`src/inc/wic_pkg.sv`:
```
// shared constants for the watchdog and interrupt control block
package wic_pkg;

    // bus shape
    localparam int unsigned ADDR_W = 19;
    localparam int unsigned DATA_W = 32;

    // register indices; the byte address is four times the index
    localparam int unsigned IDX_FLAGS     = 32'h0001FFF0;
    localparam int unsigned IDX_FLAG_CLR  = 32'h0001FFF1;
    localparam int unsigned IDX_INT_CTRL  = 32'h0001FFF6;
    localparam int unsigned IDX_WDOG_CTRL = 32'h0001FFF7;

    localparam logic [ADDR_W-1:0] ADDR_FLAGS     = ADDR_W'(IDX_FLAGS * 4);
    localparam logic [ADDR_W-1:0] ADDR_FLAG_CLR  = ADDR_W'(IDX_FLAG_CLR * 4);
    localparam logic [ADDR_W-1:0] ADDR_INT_CTRL  = ADDR_W'(IDX_INT_CTRL * 4);
    localparam logic [ADDR_W-1:0] ADDR_WDOG_CTRL = ADDR_W'(IDX_WDOG_CTRL * 4);

    // watchdog control fields
    localparam int unsigned WD_STROBE_BIT = 7;
    localparam int unsigned WD_WPROT_BIT  = 6;
    localparam int unsigned WD_PERIOD_W   = 6;

    // interrupt control fields; flags register uses bits 7..5 alike
    localparam int unsigned IE_WDOG_BIT   = 7;
    localparam int unsigned IE_ALARM_BIT  = 6;
    localparam int unsigned IE_PFAIL_BIT  = 5;
    localparam int unsigned IE_ABE_BIT    = 4;
    localparam int unsigned IE_HL_BIT     = 3;
    localparam int unsigned IE_PL_BIT     = 2;

    // reset values
    localparam logic [7:0] INT_CTRL_RST = 8'h00;
    localparam logic [7:0] WDOG_RST     = 8'h00;
    localparam logic [2:0] FLAGS_RST    = 3'h0;

    // timing
    localparam int unsigned CLK_HZ      = 10_000_000;
    localparam int unsigned TICK_HZ     = 32;
    localparam int unsigned TICK_CYCLES = CLK_HZ / TICK_HZ;

endpackage

```
`src/core/wic_tick_div.sv`:
```
// divider that makes the 32 Hz watchdog tick from the system clock
`timescale 1ns/1ps
module wic_tick_div
    import wic_pkg::*;
#(
    parameter int unsigned TICKS = TICK_CYCLES
)
(
    input  wire logic clk,
    input  wire logic reset,
    input  wire logic restart,
    output logic      tick
);
    localparam int unsigned CW = $clog2(TICKS);

    logic [CW-1:0] cnt_q;

    // a divider of one cycle cannot restart its phase
    if (TICKS < 2)
    begin : g_chk
        $error("wic_tick_div: TICKS must be at least 2");
    end

    // restart aligns the phase so the first tick is one full period away
    always_ff @(posedge clk)
    begin
        if (reset || restart)
            cnt_q <= '0;
        else if (cnt_q == CW'(TICKS - 1))
            cnt_q <= '0;
        else
            cnt_q <= cnt_q + CW'(1);
    end

    // tick registered so it is a clean one-cycle pulse
    always_ff @(posedge clk)
    begin
        if (reset || restart)
            tick <= 1'b0;
        else
            tick <= (cnt_q == CW'(TICKS - 2));
    end
endmodule

```
`src/core/wic_wdog_cnt.sv`:
```
// six-bit watchdog down counter clocked by the 32 Hz tick
`timescale 1ns/1ps
module wic_wdog_cnt
    import wic_pkg::*;
(
    input  wire logic                   clk,
    input  wire logic                   reset,
    input  wire logic                   load,
    input  wire logic [WD_PERIOD_W-1:0] load_val,
    input  wire logic                   tick,
    output logic      [WD_PERIOD_W-1:0] count,
    output logic                        timeout
);
    // zero means stopped: either never armed, disabled, or expired
    always_ff @(posedge clk)
    begin
        if (reset)
            count <= '0;
        else if (load)
            count <= load_val;
        else if (tick && count != '0)
            count <= count - WD_PERIOD_W'(1);
    end

    // expiry pulse on the tick that takes the count from one to zero
    always_ff @(posedge clk)
    begin
        if (reset)
            timeout <= 1'b0;
        else
            timeout <= !load && tick && (count == WD_PERIOD_W'(1));
    end
endmodule

```
`src/core/wic_top.sv`:
```
// watchdog and interrupt control block with an Avalon-MM register slave
//
// How it works
// RULE_01 - with write protect set, watchdog writes keep the six period bits
// RULE_02 - with write protect clear, watchdog writes load the period bits
// RULE_03 - watchdog enable on: expiry sets watchdog flag and drives interrupt
// RULE_04 - watchdog enable off: expiry sets the flag only, interrupt stays idle
// RULE_05 - alarm enable on: alarm match sets alarm flag and drives interrupt
// RULE_06 - alarm enable off: alarm match sets only the alarm flag
// RULE_07 - power-fail enable on: power failure sets its flag and drives interrupt
// RULE_08 - power-fail enable off: power failure sets only its flag
// RULE_09 - interrupt control bits one and zero read zero; software writes zero
// RULE_10 - polarity bit one drives pin high-active, zero gives open-drain low-active
// RULE_11 - strobe bit write reloads counter from period; bit reads as zero
// RULE_12 - timeout equals period times 32 Hz tick; reaching zero signals expiry
//
// Design decision made here: register access over Avalon-MM.
`timescale 1ns/1ps
module wic_top
    import wic_pkg::*;
#(
    parameter int unsigned TICKS = TICK_CYCLES
)
(
    input  wire logic              clk,
    input  wire logic              reset,
    input  wire logic [ADDR_W-1:0] address,
    input  wire logic              read,
    input  wire logic              write,
    input  wire logic [3:0]        byteenable,
    input  wire logic [DATA_W-1:0] writedata,
    output logic      [DATA_W-1:0] readdata,
    output logic                   waitrequest,
    input  wire logic              alarm_match,
    input  wire logic              power_fail,
    output logic                   irq,
    output logic                   int_pin_out,
    output logic                   int_pin_oe,
    output logic                   alarm_backup_enable,
    output logic                   pulse_level_sel
);

    ////////////////////////////////////////////////////////////////////////
    // state

    logic                   served_q;
    logic [DATA_W-1:0]      rdata_q;
    logic                   wprot_q;
    logic [WD_PERIOD_W-1:0] period_q;
    logic [WD_PERIOD_W-1:0] period_d;
    logic [7:0]             ictrl_q;
    logic [2:0]             flags_q;
    logic [2:0]             flags_d;
    logic                   pf_meta_q;
    logic                   pf_sync_q;
    logic                   pf_prev_q;
    logic                   wr_go;
    logic                   rd_go;
    logic                   wr_lane0;
    logic                   wr_wdog;
    logic                   strobe;
    logic                   tick;
    logic                   timeout;
    logic                   pf_event;
    logic [WD_PERIOD_W-1:0] wd_count;
    logic [2:0]             ie_bits;

    // register decode used for both reads and writes
    function automatic logic hit(input logic [ADDR_W-1:0] a, input logic [ADDR_W-1:0] r);
        hit = (a == r);
    endfunction

    ////////////////////////////////////////////////////////////////////////
    // avalon slave handshake

    // one wait state per access; lets read data come out of a flop
    assign waitrequest = (read || write) && !served_q;
    assign wr_go       = write && !waitrequest;
    assign rd_go       = read && !waitrequest;
    assign wr_lane0    = wr_go && byteenable[0];
    assign wr_wdog     = wr_lane0 && hit(address, ADDR_WDOG_CTRL);

    // served toggles high for exactly the completing cycle
    always_ff @(posedge clk)
    begin
        if (reset)
            served_q <= 1'b0;
        else
            served_q <= (read || write) && !served_q;
    end

    // read data captured during the wait cycle, held for the answer
    always_ff @(posedge clk)
    begin
        if (reset)
            rdata_q <= '0;
        else if (read && !served_q)
        begin
            rdata_q <= '0;
            if (hit(address, ADDR_FLAGS))
                rdata_q[7:5] <= flags_q;
            else if (hit(address, ADDR_INT_CTRL))
                // bits one and zero are forced to zero here
                // RULE_09 reserved read zero
                rdata_q[7:2] <= ictrl_q[7:2];
            else if (hit(address, ADDR_WDOG_CTRL))
                // strobe is write-only and never reads back
                // RULE_11 strobe reads zero
                rdata_q[7:0] <= {1'b0, wprot_q, period_q};
        end
    end

    assign readdata = rdata_q;

    ////////////////////////////////////////////////////////////////////////
    // watchdog control register

    // next period: the protect bit in force before this write decides
    always_comb
    begin
        period_d = period_q;
        if (wr_wdog && !wprot_q)
            // RULE_02 unprotected period write
            period_d = writedata[WD_PERIOD_W-1:0];
        // RULE_01 protected period kept
    end

    // protect bit itself is always writable, else it could never be cleared
    always_ff @(posedge clk)
    begin
        if (reset)
        begin
            wprot_q  <= WDOG_RST[WD_WPROT_BIT];
            period_q <= WDOG_RST[WD_PERIOD_W-1:0];
        end
        else
        begin
            if (wr_wdog)
                wprot_q <= writedata[WD_WPROT_BIT];
            period_q <= period_d;
        end
    end

    // strobe is not stored; it is a pulse that lasts the write cycle
    // RULE_11 strobe reloads counter
    assign strobe = wr_wdog && writedata[WD_STROBE_BIT];

    ////////////////////////////////////////////////////////////////////////
    // watchdog time base and counter

    // tick phase restarts on reload so the period is whole ticks
    // RULE_12 period in ticks
    wic_tick_div #(
        .TICKS    (TICKS)
    ) u_tick (
        .clk      (clk),
        .reset    (reset),
        .restart  (strobe),
        .tick     (tick)
    );

    wic_wdog_cnt u_cnt (
        .clk      (clk),
        .reset    (reset),
        .load     (strobe),
        .load_val (period_d),
        .tick     (tick),
        .count    (wd_count),
        .timeout  (timeout)
    );

    ////////////////////////////////////////////////////////////////////////
    // interrupt control register

    // low two bits are never stored, so they cannot read back nonzero
    always_ff @(posedge clk)
    begin
        if (reset)
            ictrl_q <= INT_CTRL_RST;
        else if (wr_lane0 && hit(address, ADDR_INT_CTRL))
            ictrl_q <= {writedata[7:2], 2'b00};
    end

    assign ie_bits             = ictrl_q[IE_WDOG_BIT:IE_PFAIL_BIT];
    assign alarm_backup_enable = ictrl_q[IE_ABE_BIT];
    assign pulse_level_sel     = ictrl_q[IE_PL_BIT];

    ////////////////////////////////////////////////////////////////////////
    // event capture and sticky flags

    // power fail comes from a pin; two flops before anything looks at it
    always_ff @(posedge clk)
    begin
        if (reset)
        begin
            pf_meta_q <= 1'b0;
            pf_sync_q <= 1'b0;
            pf_prev_q <= 1'b0;
        end
        else
        begin
            pf_meta_q <= power_fail;
            pf_sync_q <= pf_meta_q;
            pf_prev_q <= pf_sync_q;
        end
    end

    assign pf_event = pf_sync_q && !pf_prev_q;

    // flags set regardless of enables; a set beats a same-cycle clear
    always_comb
    begin
        flags_d = flags_q;
        if (wr_lane0 && hit(address, ADDR_FLAG_CLR))
            flags_d = flags_q & ~writedata[7:5];
        // RULE_03 RULE_04 watchdog flag set
        if (timeout)
            flags_d[2] = 1'b1;
        // RULE_05 RULE_06 alarm flag set
        if (alarm_match)
            flags_d[1] = 1'b1;
        // RULE_07 RULE_08 power-fail flag set
        if (pf_event)
            flags_d[0] = 1'b1;
    end

    always_ff @(posedge clk)
    begin
        if (reset)
            flags_q <= FLAGS_RST;
        else
            flags_q <= flags_d;
    end

    ////////////////////////////////////////////////////////////////////////
    // interrupt output and pin drive

    // only enabled flags reach the line; disabled ones stay silent
    // RULE_03 RULE_04 RULE_05 RULE_06 RULE_07 RULE_08 enable gating
    assign irq = |(flags_q & ie_bits);

    // open-drain mode only ever pulls low, never drives high
    // RULE_10 pin polarity select
    assign int_pin_out = ictrl_q[IE_HL_BIT] ? irq : 1'b0;
    assign int_pin_oe  = ictrl_q[IE_HL_BIT] ? 1'b1 : irq;
endmodule

```
`config.mk`:
```
export PLATFORM = sky130hd
export DESIGN_NAME = wic_top
export DESIGN_NICKNAME = d
export VERILOG_FILES = /design/src/inc/wic_pkg.sv /design/src/core/wic_tick_div.sv /design/src/core/wic_wdog_cnt.sv /design/src/core/wic_top.sv
export SDC_FILE = /design/constraint.sdc
export NUM_CORES = 1
export LEC_CHECK = 0
export ABC_AREA = 1
export BUFFER_PORTS_ARGS = -buffer_cell sky130_fd_sc_hd__buf_2
export CAP_MARGIN = 40
export CORE_MARGIN = 3
export CORE_UTILIZATION = 50
export CTS_CLUSTER_DIAMETER = 60
export DETAILED_ROUTE_END_ITERATION = 10
export PLACE_DENSITY = 0.77
export RECOVER_POWER = 100
export SETUP_SLACK_MARGIN = 0.2
export SLEW_MARGIN = 20
export SYNTH_ARGS = -nofsm -noshare
export SYNTH_HDL_FRONTEND = slang
export SYNTH_SLANG_ARGS = --single-unit
export TNS_END_PERCENT = 50
```
`constraint.sdc`:
```
create_clock -name clk -period 1.8 [get_ports clk]
set_clock_uncertainty 0.1 [all_clocks]
set_input_delay 0.18 -clock clk [delete_from_list [all_inputs] [get_ports clk]]
set_output_delay 0.18 -clock clk [all_outputs]
set_load 0.01 [all_outputs]
```
==> impl_metrics.xml <==
<?xml version="1.0" encoding="UTF-8"?>
<metrics>
  <group name="logic_synthesis">
    <metric name="netlist_area" unit="sq um">3040</metric>
    <metric name="synth_seq_cells" unit="">55</metric>
    <metric name="ys_warn_count" unit="">0</metric>
    <metric name="synth-edff-count" unit="">0</metric>
    <metric name="synth_cells" unit="">429</metric>
    <metric name="synth_area_per_cell" unit="sq um">7.08</metric>
    <metric name="yosys.area.top_type" unit="">sky130_fd_sc_hd__dfxtp_1</metric>
    <metric name="post_synth_most_frequent_cells" unit="">74 x sky130_fd_sc_hd__nand2_1, 62 x sky130_fd_sc_hd__inv_1, 55 x sky130_fd_sc_hd__dfxtp_1</metric>
    <metric name="synth_top_area_share" unit="%">36.3</metric>
    <metric name="synth.yosys.seq_area_share" unit="%">36.3</metric>
    <metric name="async_flop_share" unit="%">0</metric>
    <metric name="synth.distinct_cells" unit="">33</metric>
    <metric name="synth_top_flop_cell" unit="">sky130_fd_sc_hd__dfxtp_1</metric>
    <metric name="synthTopCellsByArea" unit="">sky130_fd_sc_hd__dfxtp_1 36%, sky130_fd_sc_hd__nand2_1 9.1%, sky130_fd_sc_hd__inv_1 7.7%</metric>
    <metric name="synth_most_common_cell" unit="">sky130_fd_sc_hd__nand2_1</metric>
  </group>
  <group name="cells_and_area">
    <metric name="layout-drive-gt1-share" unit="%">20.2</metric>
    <metric name="number_of_diodes_added_for_antenna_fixing" unit="">0</metric>
    <metric name="area_growth" unit="%">15.7</metric>
    <metric name="nets" unit="">558</metric>
    <metric name="fillCellCount" unit="">545</metric>
  </group>
  <group name="clock_network">
    <metric name="cts_max_path_buffers" unit="">2</metric>
    <metric name="h-tree-depth" unit="">2</metric>
    <metric name="root_buffer" unit="">sky130_fd_sc_hd__clkbuf_8</metric>
    <metric name="tritoncts" unit="">yes</metric>
    <metric name="clk_transition_reported_paths" unit="ps">110</metric>
    <metric name="total_clock_buffers_created_by_cts" unit="">5</metric>
    <metric name="numClockSinks" unit="">55</metric>
    <metric name="clk_latency" unit="ps">310</metric>
  </group>
  <group name="sta">
    <metric name="max_clock_freq" unit="MHz">632</metric>
    <metric name="slew_viol_final" unit="">0</metric>
    <metric name="setup-violations-final" unit="">0</metric>
    <metric name="hold_viol_final" unit="">0</metric>
    <metric name="timing.setup.tns" unit="ps">0</metric>
    <metric name="rsz0062_at_grt" unit="">yes</metric>
    <metric name="period_minus_slack" unit="ps">1580</metric>
    <metric name="final_worst_path_period_share" unit="%">87.8</metric>
  </group>
  <group name="worst_setup_path">
    <metric name="timing_worst_setup_path_type" unit="">reg2out</metric>
    <metric name="crit_chain" unit="">nand2_1 -&gt; nand3_1 -&gt; or2_2 -&gt; clkbuf_1</metric>
    <metric name="worst-endpoint-required" unit="ps">1520</metric>
    <metric name="worst-endpoint-arrival" unit="ps">1300</metric>
    <metric name="worst_setup_path_start_kind" unit="">register</metric>
    <metric name="worstSetupEndpointType" unit="">output pin</metric>
    <metric name="worst-r2r-cell-count" unit="">7</metric>
    <metric name="cpPeakStageDelay" unit="ps">350</metric>
    <metric name="critical_path.max_fanout" unit="">3</metric>
    <metric name="cell_with_the_largest_stage_delay_on_the_worst_path" unit="">sky130_fd_sc_hd__dfxtp_1</metric>
  </group>
  <group name="run">
    <metric name="maximum_capacitance_violations" unit="">0</metric>
  </group>
  <group name="grt">
    <metric name="grt_antenna_before_repair" unit="">0</metric>
    <metric name="groute.layer.met2.usage" unit="%">31.5</metric>
    <metric name="grt_use_met3" unit="%">4.74</metric>
    <metric name="global_route_wire_length_before_repair" unit="um">10700</metric>
    <metric name="grt.overflow.total" unit="">0</metric>
    <metric name="pin_count_of_the_biggest_net_entering_global_routing" unit="">20</metric>
    <metric name="grt-busiest-layer" unit="">met2</metric>
    <metric name="first_global_vias" unit="">2498</metric>
    <metric name="grtUsageTotal" unit="%">18.2</metric>
    <metric name="global_route.usage.met1" unit="%">22.5</metric>
  </group>
  <group name="pwr">
    <metric name="leak_pwr" unit="nW">1.55</metric>
    <metric name="clockPowerShare" unit="%">33.2</metric>
    <metric name="power.switching_fraction" unit="%">25.9</metric>
    <metric name="report.power.total" unit="mW">2.12</metric>
    <metric name="power-per-cell-area" unit="nW/um^2">605</metric>
    <metric name="max-vdd-ir-drop" unit="mV">0.397</metric>
    <metric name="pwr-share-comb" unit="%">8.2</metric>
    <metric name="power.net_switching" unit="mW">0.551</metric>
    <metric name="internal-power" unit="mW">1.57</metric>
    <metric name="sequential_cell_fraction_of_total_power" unit="%">58.6</metric>
  </group>
  <group name="die">
    <metric name="initial_util" unit="%">53.5</metric>
    <metric name="floorplan_die_area" unit="sq um">7040</metric>
    <metric name="die_height" unit="um">83.9</metric>
    <metric name="floorplan.rows" unit="">27</metric>
    <metric name="core-area" unit="sq um">5680</metric>
    <metric name="floorplan.io_pins" unit="">99</metric>
    <metric name="chipWidth" unit="um">83.9</metric>
  </group>
  <group name="place">
    <metric name="io_buffer_count" unit="">47</metric>
    <metric name="dp_hpwl" unit="um">4960</metric>
    <metric name="place.gp.congestion" unit="">0.911</metric>
  </group>
  <group name="detailed_routing">
    <metric name="detail_route.vias_per_cell" unit="">5.07</metric>
    <metric name="drtPass1Iterations" unit="">5</metric>
    <metric name="detailedRoute.firstIterationViolations" unit="">194</metric>
    <metric name="drc" unit="">0</metric>
    <metric name="route.vias.total" unit="">2871</metric>
    <metric name="drt-wirelength-per-cell" unit="um">12.4</metric>
    <metric name="drt-total-wl" unit="um">7020</metric>
    <metric name="drtAntennaViolNets" unit="">0</metric>
  </group>
  <group name="run_status">
    <metric name="outcome" unit="">finished, final reports clean</metric>
  </group>
  <group name="hold_path">
    <metric name="min-delay-path-class" unit="">in2reg</metric>
    <metric name="hold_path_depth" unit="">3</metric>
  </group>
</metrics>
==> layout make-up <==
class / count / area, sq um / share of cell area, %
Multi-Input combinational cell: 304 / 1640 / 46.6
Sequential cell: 55 / 1110 / 31.6
Timing Repair Buffer: 63 / 338 / 9.62
Inverter: 64 / 245 / 6.98
Tap cell: 72 / 90.1 / 2.57
Clock buffer: 5 / 68.8 / 1.96
Clock inverter: 3 / 22.5 / 0.641
==> state kept, by name (all words and copies together), names as in the netlist, 3 cells and up <==
signal / cells
u_tick.cnt_q: 19
u_cnt.count: 6
flags_q: 3
ictrl_q: 6
readdata: 8
period_q: 6
==> worst paths after layout <==
kind,startpoint,endpoint,slack [ps]
max,flags_q[0]$_SDFFE_PP0P_,int_pin_oe,220
min,writedata[2],ictrl_q[2]$_SDFFE_PP0P_,30
max reg2reg,served_q$_SDFF_PP0_,u_tick.cnt_q[5]$_SDFF_PP0_,240
min reg2reg,pf_meta_q$_SDFF_PP0_,pf_sync_q$_SDFF_PP0_,320
==> kinds of logic after synthesis <==
family / after synthesis / synth area share (%)
AND/OR/NAND/NOR: 223 / 36.3
XOR/XNOR: 14 / 4.04
buffers and inverters: 94 / 15.2
other: 1 / 0.123
flip-flops: 55 / 36.3
AO/OA/AOI/OAI: 38 / 6.39
adder cells (fa/ha/maj): 4 / 1.65
==> repair_timing <==
action                                 4_1_cts  5_1_grt
buffers inserted                             1        9
setup endpoints to repair                    8       26
gates cloned                                 0        1
resized for setup                            5       28
hold buffers                                 1        0
pin swaps                                    1        9
endpoints found under the hold margin        1        0
==> stage by stage <==
step	instances	setup WS, ps	hold slack (ps)	area (sq um)	utilization (%)
3_3_place_gp	546	131	294	3270	57.5
2_1_floorplan	452	238	187	3120	-
6_report	566	219	27.7	3510	61.9
4_1_cts	556	191	12.6	3390	59.7
5_1_grt	566	86.7	31.7	3510	61.9
3_5_place_dp	546	95.8	302	3270	57.5
==> routing by layer <==
layer | vias to the layer above | part of all wire [%]
met3 | 6 | 6.6
met2 | 108 | 50
met5 | - | 0
met4 | 0 | 0.87
li1 | 1464 | -
met1 | 1293 | 43
==> cells in the final DEF (no fill, tap or decap), types with 2 or more instances in the layout <==
cell,count
sky130_fd_sc_hd__xor2_1,9
sky130_fd_sc_hd__or2_2,2
sky130_fd_sc_hd__nand4_1,21
sky130_fd_sc_hd__nor2_1,42
sky130_fd_sc_hd__conb_1,24
sky130_fd_sc_hd__dfxtp_1,49
sky130_fd_sc_hd__nand3_2,3
sky130_fd_sc_hd__inv_2,2
sky130_fd_sc_hd__nor4_1,3
sky130_fd_sc_hd__o21ai_1,2
sky130_fd_sc_hd__inv_4,2
sky130_fd_sc_hd__inv_1,59
sky130_fd_sc_hd__ha_1,2
sky130_fd_sc_hd__dfxtp_2,5
sky130_fd_sc_hd__nand3_4,2
sky130_fd_sc_hd__inv_6,2
sky130_fd_sc_hd__ha_4,2
sky130_fd_sc_hd__buf_2,34
sky130_fd_sc_hd__nor3_1,18
sky130_fd_sc_hd__buf_4,13
sky130_fd_sc_hd__and3_1,3
sky130_fd_sc_hd__xnor2_1,4
sky130_fd_sc_hd__nand2_2,3
sky130_fd_sc_hd__nor2_2,13
sky130_fd_sc_hd__o21ai_0,12
sky130_fd_sc_hd__clkbuf_8,5
sky130_fd_sc_hd__nor3_2,2
sky130_fd_sc_hd__nor2_4,2
sky130_fd_sc_hd__a21oi_1,23
sky130_fd_sc_hd__clkbuf_1,14
sky130_fd_sc_hd__nand3_1,33
sky130_fd_sc_hd__nand2_1,72
==> power by group through the flow <==
stage                     clock (mW)  sequential [mW]  combinational (mW)
after floorplan                    0             1.27               0.147
after global placement             0             1.27               0.165
after detailed placement           0             1.27               0.168
after CTS                      0.730             1.24               0.171
after global routing           0.776             1.25               0.197
final                          0.705             1.25               0.174
==> worst max-delay path: cells and delay by family, from the launching register on <==
family | cells | cell delay (ps)
DFF | 1 | 350
buffers and inverters | 1 | 130
and+or+nand+nor | 3 | 520
Note: power is estimated with default switching activity, not from simulation.
